## config.mk

```make
export PLATFORM = sky130hd
export DESIGN_NAME = frp_decoder
export DESIGN_NICKNAME = d
export VERILOG_FILES = /design/src/common/frp_pkg.sv /design/src/logic/frp_decoder.sv /design/src/logic/frp_range_check.sv
export SDC_FILE = /design/constraint.sdc
export NUM_CORES = 1
export LEC_CHECK = 0
export CAP_MARGIN = 10
export CORE_ASPECT_RATIO = 1.25
export CORE_UTILIZATION = 40
export CTS_CLUSTER_SIZE = 28
export DETAILED_ROUTE_END_ITERATION = 6
export DONT_BUFFER_PORTS = 1
export GPL_TIMING_DRIVEN = 0
export SLEW_MARGIN = 20
export SYNTH_ARGS = -nofsm -noshare
export SYNTH_HDL_FRONTEND = slang
export SYNTH_SLANG_ARGS = --single-unit
```

## constraint.sdc

```tcl
create_clock -name clock_i -period 5.5 [get_ports clock_i]
set_clock_uncertainty 0.05 [all_clocks]
set_input_delay 1.1 -clock clock_i [delete_from_list [all_inputs] [get_ports clock_i]]
set_output_delay 1.1 -clock clock_i [all_outputs]
set_load 0.05 [all_outputs]
```

## src/common/frp_pkg.sv

```systemverilog
// Constants shared by the flash range protection decoder and its range checker.
// Assumes a 16-bit flash address map and an 8-bit register port.
package frp_pkg;

	// Register offsets on the register port.
	localparam logic [7:0] FRP_OFS_CFG = 8'h04;
	localparam logic [7:0] FRP_OFS_STAT = 8'h05;
	localparam logic [7:0] FRP_OFS_MASK = 8'h06;

	// Field positions of the protection configuration byte.
	localparam int FRP_POL_BIT = 7;
	localparam int FRP_SPARE_BIT = 6;
	localparam int FRP_HDIS_BIT = 5;
	localparam int FRP_HSZ_HI = 4;
	localparam int FRP_HSZ_LO = 3;
	localparam int FRP_LDIS_BIT = 2;
	localparam int FRP_LSZ_HI = 1;
	localparam int FRP_LSZ_LO = 0;

	// Status and mask bit positions.
	localparam int FRP_ST_VIOL_BIT = 0;
	localparam int FRP_ST_LOAD_BIT = 1;
	localparam logic [7:0] FRP_ST_IMPL = 8'h03;

	// Reset values.
	localparam logic [7:0] FRP_CFG_RST = 8'hFF;
	localparam logic [7:0] FRP_STAT_RST = 8'h00;
	localparam logic [7:0] FRP_MASK_RST = 8'h00;
	localparam logic [7:0] FRP_RDATA_RST = 8'h00;

	// Flash location of the protection byte loaded after reset.
	localparam logic [15:0] FRP_PROT_BYTE_ADDR = 16'hFF0D;

	// Range limits.
	localparam logic [15:0] FRP_HIGH_BASE_00 = 16'hF800;
	localparam logic [15:0] FRP_HIGH_BASE_01 = 16'hF000;
	localparam logic [15:0] FRP_HIGH_BASE_10 = 16'hE000;
	localparam logic [15:0] FRP_HIGH_BASE_11 = 16'hC000;
	localparam logic [15:0] FRP_HIGH_END = 16'hFFFF;
	localparam logic [15:0] FRP_LOW_BASE = 16'h4000;
	localparam logic [15:0] FRP_LOW_END_00 = 16'h41FF;
	localparam logic [15:0] FRP_LOW_END_01 = 16'h43FF;
	localparam logic [15:0] FRP_LOW_END_10 = 16'h47FF;
	localparam logic [15:0] FRP_LOW_END_11 = 16'h4FFF;

	// Kinds of operation checked against the protection.
	typedef enum logic [1:0] {
		FRP_OP_PROGRAM = 2'b00,
		FRP_OP_SECTOR_ERASE = 2'b01,
		FRP_OP_MASS_ERASE = 2'b10,
		FRP_OP_NONE = 2'b11
	} frp_op_t;

	// Load sequencer states.
	typedef enum logic [1:0] {
		FRP_LD_REQ = 2'b00,
		FRP_LD_WAIT = 2'b01,
		FRP_LD_RUN = 2'b10
	} frp_ld_t;

endpackage

```

## src/logic/frp_decoder.sv

```systemverilog
// Flash protection configuration byte, its load after reset, the range check for
// program and erase targets, the violation flag and the interrupt.
// Assumes a flash read port that answers one read request with a valid strobe,
// and a command controller that presents each target address with op_valid_i.

// Contract
// RULE_01: Software leaves the spare flag bit 6 in its erased state.
// RULE_02: High disable bit 5 at zero enables the upper range, one disables it.
// RULE_03: High size bits 4..3 change only while the high disable bit is set.
// RULE_04: Low disable bit 2 at zero enables the lower range, one disables it.
// RULE_05: Low size bits 1..0 change only while the low disable bit is set.
// RULE_06: Polarity one protects enabled ranges; both disabled means nothing protected.
// RULE_07: Polarity zero protects all except enabled ranges; both disabled protects everything.
// RULE_08: High size selects 2, 4, 8 or 16 Kbytes ending at the map top.
// RULE_09: Low size selects 512 bytes to 4 Kbytes starting at the low base.
// RULE_10: Configuration loads from flash after reset, software may change it later.
// RULE_11: Polarity bit 7 selects whether enabled ranges are protected or unprotected.
// RULE_12: Polarity bit can be written only from one to zero.
// RULE_13: The load after reset reads the fixed protection byte address.
// RULE_14: Program or erase inside protection, or guarded mass erase, sets violation.
// RULE_15: Each target address gets a combinational protected indication.
module frp_decoder
	import frp_pkg::*;
(
	// Clock and reset.
	input wire logic clock_i,
	input wire logic rst_i,
	// Register port.
	input wire logic [7:0] reg_addr_i,
	input wire logic [7:0] reg_wdata_i,
	input wire logic reg_we_i,
	input wire logic reg_re_i,
	output logic [7:0] reg_rdata_o,
	// Flash read port for the load after reset.
	output logic flash_rd_req_o,
	output logic [15:0] flash_rd_addr_o,
	input wire logic flash_rd_valid_i,
	input wire logic [7:0] flash_rd_data_i,
	// Operation check from the command controller.
	input wire logic op_valid_i,
	input wire logic [1:0] op_kind_i,
	input wire logic [15:0] op_addr_i,
	output logic op_protected_o,
	output logic op_violation_o,
	// State toward the rest of the flash module.
	output logic [7:0] config_o,
	output logic loaded_o,
	output logic irq_o
);

	logic [7:0] cfg_q;
	logic [7:0] cfg_d;
	logic [7:0] stat_q;
	logic [7:0] stat_d;
	logic [7:0] mask_q;
	logic [7:0] rdata_q;
	logic [7:0] rdata_d;
	frp_ld_t ld_q;
	frp_ld_t ld_d;
	logic addr_protected;
	logic any_prot;

	// Address decode.
	wire sel_cfg = reg_addr_i == FRP_OFS_CFG;
	wire sel_stat = reg_addr_i == FRP_OFS_STAT;
	wire sel_mask = reg_addr_i == FRP_OFS_MASK;
	wire loaded = ld_q == FRP_LD_RUN;
	// Software writes to the byte are ignored until the loaded value is in place.
	wire wr_cfg = reg_we_i && sel_cfg && loaded; // RULE_10
	wire wr_stat = reg_we_i && sel_stat;
	wire wr_mask = reg_we_i && sel_mask;
	wire load_take = (ld_q == FRP_LD_WAIT) && flash_rd_valid_i;

	// Software value of the byte after the write locks.
	// The spare bit is stored as written; keeping it erased is up to software.
	wire [7:0] cfg_sw;
	assign cfg_sw[FRP_POL_BIT] = cfg_q[FRP_POL_BIT] && reg_wdata_i[FRP_POL_BIT]; // RULE_12
	assign cfg_sw[FRP_SPARE_BIT] = reg_wdata_i[FRP_SPARE_BIT];
	assign cfg_sw[FRP_HDIS_BIT] = reg_wdata_i[FRP_HDIS_BIT];
	assign cfg_sw[FRP_HSZ_HI:FRP_HSZ_LO] = cfg_q[FRP_HDIS_BIT] ?
		reg_wdata_i[FRP_HSZ_HI:FRP_HSZ_LO] : cfg_q[FRP_HSZ_HI:FRP_HSZ_LO]; // RULE_03
	assign cfg_sw[FRP_LDIS_BIT] = reg_wdata_i[FRP_LDIS_BIT];
	assign cfg_sw[FRP_LSZ_HI:FRP_LSZ_LO] = cfg_q[FRP_LDIS_BIT] ?
		reg_wdata_i[FRP_LSZ_HI:FRP_LSZ_LO] : cfg_q[FRP_LSZ_HI:FRP_LSZ_LO]; // RULE_05

	// The flash image is taken whole, without the software write locks.
	assign cfg_d = load_take ? flash_rd_data_i : (wr_cfg ? cfg_sw : cfg_q); // RULE_10

	// Load sequencer: one read of the protection byte, then normal operation.
	always_comb
	begin
		ld_d = ld_q;
		unique case (ld_q)
			FRP_LD_REQ: ld_d = FRP_LD_WAIT;
			FRP_LD_WAIT: ld_d = flash_rd_valid_i ? FRP_LD_RUN : FRP_LD_WAIT;
			FRP_LD_RUN: ld_d = FRP_LD_RUN;
			default: ld_d = FRP_LD_REQ;
		endcase
	end

	assign flash_rd_req_o = ld_q == FRP_LD_REQ;
	assign flash_rd_addr_o = FRP_PROT_BYTE_ADDR; // RULE_13

	// Range check of the presented target.
	frp_range_check u_range
	(
		.cfg_i(cfg_q),
		.loaded_i(loaded),
		.addr_i(op_addr_i),
		.protected_o(addr_protected),
		.any_prot_o(any_prot)
	);

	wire is_mass = op_kind_i == FRP_OP_MASS_ERASE;
	wire is_addr_op = (op_kind_i == FRP_OP_PROGRAM) || (op_kind_i == FRP_OP_SECTOR_ERASE);
	// Mass erase needs protection fully off, whatever the address says.
	assign op_protected_o = is_mass ? any_prot : addr_protected; // RULE_15
	assign op_violation_o = op_valid_i &&
		((is_addr_op && addr_protected) || (is_mass && any_prot)); // RULE_14

	// Sticky status: a new event wins over a write-one-to-clear in the same cycle.
	wire [7:0] stat_set = {6'h00, load_take, op_violation_o};
	wire [7:0] stat_clr = wr_stat ? reg_wdata_i : 8'h00;
	assign stat_d = ((stat_q & ~stat_clr) | stat_set) & FRP_ST_IMPL; // RULE_14

	// Read data stand in the cycle after the read strobe; unmapped offsets read zero.
	assign rdata_d = !reg_re_i ? FRP_RDATA_RST :
		sel_cfg ? cfg_q :
		sel_stat ? stat_q :
		sel_mask ? mask_q : 8'h00;

	always_ff @(posedge clock_i)
	begin
		if (rst_i)
		begin
			ld_q <= FRP_LD_REQ;
			cfg_q <= FRP_CFG_RST;
			stat_q <= FRP_STAT_RST;
			mask_q <= FRP_MASK_RST;
			rdata_q <= FRP_RDATA_RST;
		end
		else
		begin
			ld_q <= ld_d;
			cfg_q <= cfg_d;
			stat_q <= stat_d;
			if (wr_mask)
				mask_q <= reg_wdata_i & FRP_ST_IMPL;
			rdata_q <= rdata_d;
		end
	end

	assign reg_rdata_o = rdata_q;
	assign config_o = cfg_q;
	assign loaded_o = loaded;
	assign irq_o = |(stat_q & mask_q);
endmodule

```

## src/logic/frp_range_check.sv

```systemverilog
// Combinational check of one flash address against the decoded ranges.
// Assumes the configuration byte is stable and already loaded when loaded_i is high.
module frp_range_check
	import frp_pkg::*;
(
	// Configuration.
	input wire logic [7:0] cfg_i,
	input wire logic loaded_i,
	// Address under test.
	input wire logic [15:0] addr_i,
	// Results.
	output logic protected_o,
	output logic any_prot_o
);

	logic [15:0] high_base;
	logic [15:0] low_end;
	wire pol = cfg_i[FRP_POL_BIT];
	wire hdis = cfg_i[FRP_HDIS_BIT];
	wire ldis = cfg_i[FRP_LDIS_BIT];
	wire [1:0] hsz = cfg_i[FRP_HSZ_HI:FRP_HSZ_LO];
	wire [1:0] lsz = cfg_i[FRP_LSZ_HI:FRP_LSZ_LO];

	// Each high range ends at the top of the map.
	assign high_base = (hsz == 2'h0) ? FRP_HIGH_BASE_00 :
		(hsz == 2'h1) ? FRP_HIGH_BASE_01 :
		(hsz == 2'h2) ? FRP_HIGH_BASE_10 : FRP_HIGH_BASE_11; // RULE_08
	// Each low range starts at the same base.
	assign low_end = (lsz == 2'h0) ? FRP_LOW_END_00 :
		(lsz == 2'h1) ? FRP_LOW_END_01 :
		(lsz == 2'h2) ? FRP_LOW_END_10 : FRP_LOW_END_11; // RULE_09

	wire in_high = (addr_i >= high_base) && (addr_i <= FRP_HIGH_END);
	wire in_low = (addr_i >= FRP_LOW_BASE) && (addr_i <= low_end);
	// A disable bit at zero enables its range.
	wire hit_high = !hdis && in_high; // RULE_02
	wire hit_low = !ldis && in_low; // RULE_04
	wire hit = hit_high || hit_low;

	// Polarity swaps the meaning of the enabled ranges; before the load everything is protected.
	assign protected_o = !loaded_i || (pol ? hit : !hit); // RULE_06 RULE_07 RULE_11 RULE_15
	assign any_prot_o = !loaded_i || !(pol && hdis && ldis); // RULE_14

endmodule

```

* After elaboration in Yosys (flattened, before gate mapping)
Cells that the tools add are included.
Cells by class: reduce and logical (&&, ||, !) cells 36, bitwise operators 5, $lt $le $gt $ge 4, eq/ne operators 11, mux-type cells 18
Operators by type and width (count):
- 16-bit 2-to-1 mux | 4
- 8-bit by 3-bit equality test with 1-bit output (second input constant) | 3
- 8-bit 2-to-1 mux | 3
- 16-bit by 15-bit >= comparator with 1-bit output (second input constant) | 1
- 16-bit >= comparator | 1
- 16-bit <= comparator | 1
- 16-bit <= comparator (second input constant) | 1
- 1-bit logical AND | 15
- 14-bit 2-to-1 mux | 1
- 12-bit 2-to-1 mux | 1
- 2-bit 2-to-1 mux | 6
- 2-bit by 1-bit equality test with 1-bit output (second input constant) | 4
- 2-bit equality test (second input constant) | 4
- 2-bit zero test | 4
- 8-bit OR reduction | 1
- 2-bit case mux with 3 select lines | 1
- 2-bit nonzero test | 3
- 1-bit zero test | 5
- 1-bit logical OR | 5
- 2-bit bitwise AND | 2
- 2-bit AND reduction | 2
- 1-bit 2-to-1 mux | 2
- 2-bit inverter | 1
- 2-bit OR | 1
- other kinds (2) | 2
Storage, ports and cells: logic and storage cells 81, input bits 48, output and inout port bits 37, register bits after elaboration 22

* Longest topological paths before layout
Gate-level depths: netlist of the first run.
depth in word-level cells 15, depth in mapped cells 7, mapped depth without buffers 7

* Cells and area by module
Synthesis of the first run repeated with hierarchy kept, for this count alone.
Second synthesis, totals: cells, all modules 162, area, all modules 1388.8 um^2
By module, submodules not included:
- frp_decoder | cells an instance 126, times used 1, sequential area each 440.4 um^2, area each 1131.1 um^2
- frp_range_check | cells an instance 36, times used 1, sequential area each 0.0 um^2, area each 257.7 um^2

* Worst setup path before layout of the first run
Ideal clock, no wire load.
kind input to output, from input port op_addr_i[11], to output port op_protected_o, stages 7, data arrival time 3.422 ns, slack 0.928 ns, data required time 4.350 ns, path buffers 0, path through inv_1 ha_1 nor4b_2 nand4b_1 a311o_1 and4_1 a311oi_1
On the way: longest elaborated chain between the ends 8, elaborated cells between the ends (all ways) 13, classes of those cells 4 x order compare; 2 x mux; 7 x reduce/logical
RTL lines:
- start, declared | RTL line frp_decoder.sv:42 | input wire logic [15:0] op_addr_i,
- 16-bit >= comparator (tied with other cells) | RTL line frp_range_check.sv:33 | wire in_high = (addr_i >= high_base) && (addr_i <= FRP_HIGH_END);
- 1-bit logical AND, on equally long branches | RTL line frp_range_check.sv:33, frp_range_check.sv:34
- 1-bit logical AND, on equally long branches | RTL line frp_range_check.sv:36, frp_range_check.sv:37
- 1-bit logical OR (*) | RTL line frp_range_check.sv:38 | wire hit = hit_high || hit_low;
- 1-bit zero test | RTL line frp_range_check.sv:41 | assign protected_o = !loaded_i || (pol ? hit : !hit);
- 1-bit 2-to-1 mux (*) | RTL line frp_range_check.sv:41
- 1-bit logical OR (*) | RTL line frp_range_check.sv:41
- 1-bit 2-to-1 mux (*) | RTL line frp_decoder.sv:117 | assign op_protected_o = is_mass ? any_prot : addr_protected;
- end, declared | RTL line frp_decoder.sv:43 | output logic op_protected_o,
Mark *: on every way between the ends. The rest lies on a longest branch, timed or not.

* Worst setup path after layout of the first run
from register cfg_q[4], in the netlist config_o[4], to output port op_protected_o
On the way: longest elaborated chain between the ends 12, elaborated cells between the ends (all ways) 14, classes of those cells 1 x order compare; 2 x eq/ne; 5 x mux; 6 x reduce/logical
RTL lines:
- start, declared | RTL line frp_decoder.sv:51 | logic [7:0] cfg_q;
- start signal, assigned | RTL line frp_decoder.sv:145 | cfg_q <= cfg_d;
- 2-bit equality test | RTL line frp_range_check.sv:27 | (hsz == 2'h2) ? FRP_HIGH_BASE_10 : FRP_HIGH_BASE_11;
- 14-bit 2-to-1 mux | RTL line frp_range_check.sv:27
- 16-bit 2-to-1 mux | RTL line frp_range_check.sv:26 | (hsz == 2'h1) ? FRP_HIGH_BASE_01 :
- 16-bit 2-to-1 mux (*) | RTL line frp_range_check.sv:25 | assign high_base = (hsz == 2'h0) ? FRP_HIGH_BASE_00 :
- 16-bit >= comparator (*) | RTL line frp_range_check.sv:33
- 1-bit logical AND (*) | RTL line frp_range_check.sv:33
- 1-bit logical AND (*) | RTL line frp_range_check.sv:36 | wire hit_high = !hdis && in_high;
- 1-bit logical OR (*) | RTL line frp_range_check.sv:38
- 1-bit zero test | RTL line frp_range_check.sv:41
- 1-bit 2-to-1 mux (*) | RTL line frp_range_check.sv:41
- 1-bit logical OR (*) | RTL line frp_range_check.sv:41
- 1-bit 2-to-1 mux (*) | RTL line frp_decoder.sv:117
Marks and branches as above.

==> summary.txt, run 1 <==
Outcome
  • Status: finished clean

Timing
  • Slew margin rel.: 37.3%
  • Minimum clock period: 4310 ps
  • Final Hold Viols: 0
  • Min Hold Slack: 468 ps
  • Setup TNS: 0 ps
  • Final Max Tran Viols: 0
  • RSZ-0062 raised after global routing: no
  • Final setup violating endpoints: 0
  • Top achievable clock speed: 0.232 GHz
  • Fin crit share: 78.3%
  • Worst-Margin Slew: 945 ps

CTS
  • Clock slew at the register clock pins of the worst setup and hold paths: 80 ps
  • CTS Buffer Depth: 2
  • Htree depth: 1
  • Worst skew pair latency: 260 ps
  • CTS tree: built
  • Root buf cell: clkbuf_8
  • Hold Buf Count CTS: 0
  • Post-CTS Resized: 0
  • Number of CTS-inserted buffers: 3
  • # Post-CTS Setup Buffers: 0
  • Clock sink count: 22

Job
  • Maxcap violations: 0

Worst setup path
  • Critical path type: register to output port
  • Crit path arrival time: 3160 ps
  • CP required: 4350 ps
  • FF-to-FF End: stat_q[0]$_SDFF_PP0_
  • Worst r2r src: config_o[4]$_SDFFE_PP1P_
  • Slowest cell delay on critical path: 760 ps
  • Crit-path max FO: 6
  • CP Capture Type: output port
  • Critical Path Start Type: register
  • CP delay by family, top: compound AO/OA/AOI/OAI gates
  • Slowest stage cell, crit path: a311oi_2
  • CP Buf/Inv Count: 0
  • CP Cell Sequence: nor2_1, ha_1, nor4b_2, nand4b_1, a311o_1, and4_1, a311oi_2
  • R2r setup slk: 2990 ps
  • R2r worst-path depth: 7

Floorplan
  • Die Span Y: 69 um
  • Die W: 55.6 um
  • Core ar.: 3450 um2
  • Area of the die: 3840 um2
  • # IOs: 85
  • Site row count: 24
  • Initial Util: 41.6%

Yosys
  • Post-synth top flop: dfxtp_1
  • Warnings, synthesis: 0
  • Post-synthesis sequential area ratio: 30.7%
  • Yosys top cell area share: 30.7%
  • Syn Inst Count: 167
  • Yosys top cell by area: dfxtp_1
  • Top post-synthesis cells by area: dfxtp_1 31%, buf_4 8.4%, mux2i_1 7.7%
  • Synth cell types: 41
  • Post-synth ARST share: 0%
  • Synthesized area: 1440 um2
  • Synthesized area per cell: 8.60 um2
  • EDFF count, synth: 0
  • Synth Register Bits: 22

Layout
  • Final #Nets: 240
  • Multi-input gate area: 901 um2
  • Fraction of layout cells with a size suffix above 1: 17.3%
  • Reg area: 440 um2
  • Utilization after layout: 46.9%
  • Fill cell count: 343
  • Ant diodes: 0
  • Area growth syn-to-layout: 12.8%

Route
  • Remaining antenna violation count after routing: 0
  • DRC: 0
  • WL met3: 257 um
  • Via density: 5.38
  • Post-DR wirelength/cell: 14.3 um
  • DR iter-0 viols: 24
  • Met1 Wirelength: 1.16 mm
  • Met2 WL post-DR: 1.74 mm
  • Vias: 1,204
  • Top sig layer: met4
  • First-pass DRT Iterations: 4
  • Routed wire length: 3.20 mm

Min path
  • Hold Path Sink: stat_q[1]$_SDFF_PP0_
  • Worst Hold Path Cells: 2
  • Hold Crit Class: register to register
  • Hold Path Origin: stat_q[1]$_SDFF_PP0_

Power
  • Clk pwr share: 35.4%
  • Peak supply drop: 0.304 mV
  • PD cells: 259 nW/um2
  • Comb pwr share: 20.4%
  • Leakage: 0.731 nW
  • Cell internal pwr: 292 uW
  • Psw: 127 uW
  • Flop pwr share: 44.2%
  • Switching Fraction: 30.3%

Global routing
  • Antenna violations before repair: 0
  • Global-route wire length before repair: 5.12 mm
  • Vias in the first global route: 1,154
  • Total GRT Usage: 16.8%
  • Total grt overflow: 0
  • Largest net degree at the start of global routing: 14

Placed design
  • Number of port buffers: 0
  • HPWL after detailed placement: 2.69 mm
  • Gp weighted congestion: 0.769
## cells by family after synthesis
kind of cell	count (synthesis)	synth area share (%)
flops	22	30.7
mux	15	10.8
simple gates	66	27.5
fa+ha+maj	6	5.23
buf+inv	26	11.1
other cells	2	0.523
compound gates	30	14.2
## per-layer routing
layer,global-route usage [%],vias up
li1,-,603
met1,17.4,537
met2,32.4,59
met3,3.00,5
met4,6.67,0
met5,0,-
## worst reg2reg max path: stages (launching register included)
cell and delay, ps:
dfxtp_1 740, nor2_1 120, ha_1 290, nor4b_2 200
nand4b_1 150, a311o_1 400, and3_1 200, a2111oi_2 250
## area by class of cell
| cell class | instances | share of cell area, % |
|---|---|---|
| Multi-Input combinational cell | 133 | 55.6 |
| Sequential cell | 22 | 27.2 |
| Buffer | 20 | 8.42 |
| Tap cell | 39 | 3.01 |
| Clock buffer | 3 | 2.55 |
| Clock inverter | 1 | 1.85 |
| Inverter | 6 | 1.39 |
## flip-flops by register name (all words and copies together), names as in the netlist
signal,cells
config_o,8
ld_q,2
mask_q,2
reg_rdata_o,8
stat_q,2
## metrics by stage
stage | std cells | area (um2) | setup slack (ps) | total power, mW
after floorplan | 181 | 1490 | 928 | 0.263
after global placement | 220 | 1540 | 798 | 0.271
after detailed placement | 220 | 1550 | 1210 | 0.274
after CTS | 224 | 1620 | 1180 | 0.422
after global routing | 224 | 1620 | 994 | 0.437
final | 224 | 1620 | 1190 | 0.419
## worst max-delay path by stage
| stage | end | slack (ps) | cells after the start | from |
|---|---|---|---|---|
| floorplan | op_protected_o | 930 | 7 | op_addr_i[11] |
| global placement | op_protected_o | 800 | 7 | op_addr_i[11] |
| finish | op_protected_o | 1190 | 7 | config_o[4]$_SDFFE_PP1P_ |
| CTS | op_protected_o | 1180 | 7 | config_o[4]$_SDFFE_PP1P_ |
| global route | op_protected_o | 990 | 7 | config_o[1]$_SDFFE_PP1P_ |
| detailed placement | op_protected_o | 1210 | 7 | op_addr_i[11] |
## placed cells by master, fill, tap and decap left out, types with 4 or more instances in the layout
cell type and count:
nand2_1 6, inv_1 5, nor2_1 17, or2_1 4
nand2b_1 5, conb_1 16, dfxtp_1 22, buf_4 16
mux2i_1 11, and2_1 8, a21oi_1 12, ha_1 6
## synthesized netlist by cell type (3+ instances only)
cell type and n:
nor2b_1 3, clkbuf_1 3, and3_1 3, and2_1 8, nor4b_2 3, nand3b_1 3, o21ai_1 3, nand2_1 6
nor2_1 17, inv_1 5, nand2b_1 5, dfxtp_1 22, mux2i_1 11, mux2_2 3, or2_1 4, a21oi_1 12
buf_4 16, nand4_1 3, nor3_1 4, ha_1 6
## power groups by stage
| stage | Clock, mW | Combinational [mW] | Sequential (mW) |
|---|---|---|---|
| after floorplan | 0 | 0.0773 | 0.186 |
| after global placement | 0 | 0.0824 | 0.189 |
| after detailed placement | 0 | 0.0852 | 0.189 |
| after CTS | 0.151 | 0.0853 | 0.185 |
| after global routing | 0.158 | 0.0925 | 0.187 |
| final | 0.148 | 0.0855 | 0.185 |
No activity file was read; power rests on OpenSTA's default activity.
==> run 2: changes to the inputs <==
Clock period 5.5 ns to 3.6 ns, I/O delays scaled along.
==> summary.txt, run 2 (synthesis gave the netlist of run 1 again) <==
Job
  • Maxcap violations: 0 (unchanged)

Worst setup path
  • CP Capture Type: output port
  • CP required: 2830 ps (-1520 ps)
  • Crit-path max FO: 6 (unchanged)
  • Critical Path Start Type: register
  • CP delay by family, top: compound AO/OA/AOI/OAI gates
  • Slowest cell delay on critical path: 570 ps (-190 ps)
  • CP Cell Sequence: nor2_1, ha_1, nor4b_2, nand4b_1, a311o_1, and4_1, a311oi_4
  • Slowest stage cell, crit path: a311oi_4
  • Crit path arrival time: 2740 ps (-420 ps)
  • CP Buf/Inv Count: 0 (unchanged)
  • Critical path type: register to output port

CTS
  • Worst skew pair latency: 260 ps (about the same)
  • Clock sink count: 22 (unchanged)
  • # Post-CTS Setup Buffers: 0 (unchanged)
  • CTS Buffer Depth: 2 (unchanged)
  • CTS tree: built
  • Root buf cell: clkbuf_8
  • Number of CTS-inserted buffers: 3 (unchanged)
  • Htree depth: 1 (unchanged)
  • Clock slew at the register clock pins of the worst setup and hold paths: 80 ps (about the same)

Timing
  • RSZ-0062 raised after global routing: yes
  • Slew margin rel.: 40.6% (+3.3 points)
  • Top achievable clock speed: 0.285 GHz
  • Min Hold Slack: 450 ps (-17.2 ps)
  • Final Max Tran Viols: 0 (unchanged)
  • Worst-Margin Slew: 888 ps (-57.8 ps)
  • Final Hold Viols: 0 (unchanged)
  • Fin crit share: 97.4%
  • Minimum clock period: 3510 ps
  • Final setup violating endpoints: 0 (unchanged)
  • Final WS setup: 93.7 ps (-1100 ps)

Floorplan
  • Die Span Y: 69 um (unchanged)
  • Initial Util: 41.6% (unchanged)
  • Area of the die: 3840 um2 (unchanged)
  • Die W: 55.6 um (unchanged)
  • Site row count: 24 (unchanged)
  • Core ar.: 3450 um2 (unchanged)
  • # IOs: 85 (unchanged)

Placed design
  • Gp weighted congestion: 0.796 (+3.5%)
  • Pre-CTS WS: -14.7 ps (-1220 ps)
  • Number of port buffers: 0 (unchanged)
  • HPWL after detailed placement: 2.71 mm (+0.50%)
  • Post-Place Cells: 220 (unchanged)

Power
  • Psw: 197 uW (+55%)
  • Cell internal pwr: 397 uW (+36%)
  • Peak supply drop: 0.267 mV (-12%)
  • Leakage: 0.727 nW (-0.57%)
  • Comb pwr share: 22.5% (+2.1 points)
  • Switching Fraction: 33.1% (+2.8 points)
  • Clk pwr share: 29.7% (-5.7 points)
  • PD cells: 362 nW/um2 (+40%)
  • Power Total: 594 uW (+42%)
  • Flop pwr share: 47.9% (+3.7 points)

Route
  • Routed wire length: 3.31 mm (+3.4%)
  • Via density: 5.60 (+4.2%)
  • DR iter-0 viols: 21 (-13%)
  • First-pass DRT Iterations: 4 (unchanged)
  • Post-DR wirelength/cell: 14.8 um (+3.4%)
  • Vias: 1,254 (+4.2%)
  • Remaining antenna violation count after routing: 0 (unchanged)
  • DRC: 0 (unchanged)

Layout
  • Final #Nets: 240 (unchanged)
  • Commonest non-fill, non-tap cell in the layout: dfxtp_1
  • Ant diodes: 0 (unchanged)
  • Area growth syn-to-layout: 14.1%
  • Utilization after layout: 47.5% (+0.54 points)
  • Commonest cells after routing, fill and taps aside: 18 x dfxtp_1, 17 x nor2_1, 16 x buf_4, 16 x conb_1, 12 x a21oi_1
  • Fraction of layout cells with a size suffix above 1: 20.5% (+3.2 points)
  • Cell Count, Final, Fillers Out: 224 (unchanged)

Global routing
  • Global-route wire length before repair: 5.37 mm (+4.9%)
  • Total GRT Usage: 17.6% (+0.79 points)
  • Vias in the first global route: 1,178 (+2.1%)
  • Largest net degree at the start of global routing: 13 (-1)
  • Total grt overflow: 0 (unchanged)
  • Antenna violations before repair: 0 (unchanged)

Min path
  • Hold Crit Class: register to register

Outcome
  • Status: finished clean
[run 2: changes by cell type in the layout (fill, tap and decap cells not counted), moves of 2 or more]
cell / delta
a2111oi_2: +2
dfxtp_2: +4
a2111oi_0: -2
dfxtp_1: -4
[run 2: routing by layer]
| layer | GRT usage, % | wire, um |
|---|---|---|
| met5 | 0 | 0 |
| met4 | 10.3 | 116 |
| met3 | 4.13 | 292 |
| met2 | 30.9 | 1650 |
| met1 | 18.8 | 1250 |
[run 2: path summary, 6_finish.rpt]
kind                            startpoint              endpoint  slack (ps)  cells after the start
setup / recovery  config_o[4]$_SDFFE_PP1P_        op_protected_o          90                      7
hold / removal          ld_q[1]$_SDFF_PP0_    ld_q[0]$_SDFF_PP0_         450                      1
setup reg to reg  config_o[4]$_SDFFE_PP1P_  stat_q[0]$_SDFF_PP0_        1340                      7
hold reg to reg         ld_q[1]$_SDFF_PP0_    ld_q[0]$_SDFF_PP0_         450                      1
[run 2: through the flow]
step           instance area, um2  TNS (ps)
3_5_place_dp                 1550     -14.7
4_1_cts                      1630         0
6_report                     1640         0
2_1_floorplan                1500         0
3_3_place_gp                 1550         0
5_1_grt                      1640     -84.5
[run 2: power by group through the flow]
stage / Combinational, mW / Clock (mW) / Sequential [mW]
floorplan: 0.119 / 0 / 0.284
CTS: 0.132 / 0.178 / 0.284
global placement: 0.126 / 0 / 0.289
global route: 0.144 / 0.189 / 0.286
finish: 0.133 / 0.176 / 0.284
detailed placement: 0.130 / 0 / 0.289
[run 2: layout make-up]
class | count | area (um2)
Multi-Input combinational cell | 133 | 931
Fill cell | 350 | 1810
Clock buffer | 4 | 55.1
Inverter | 6 | 22.5
Buffer | 20 | 136
Tap cell | 39 | 48.8
Sequential cell | 22 | 445
[run 2: repair_timing]
item                                    4_1_cts  5_1_grt
endpoints found under the setup margin        2        2
hold buffers                                  0        0
gates resized for setup                       7        3
gates cloned                                  0        0
[run 2: worst reg2reg max path, delay by kind of cell (launching register included)]
| family | cells | cell delay (ps) |
|---|---|---|
| AO/OA/AOI/OAI | 2 | 690 |
| adder cells (fa/ha/maj) | 1 | 270 |
| flip-flops | 1 | 540 |
| AND/OR/NAND/NOR | 4 | 610 |
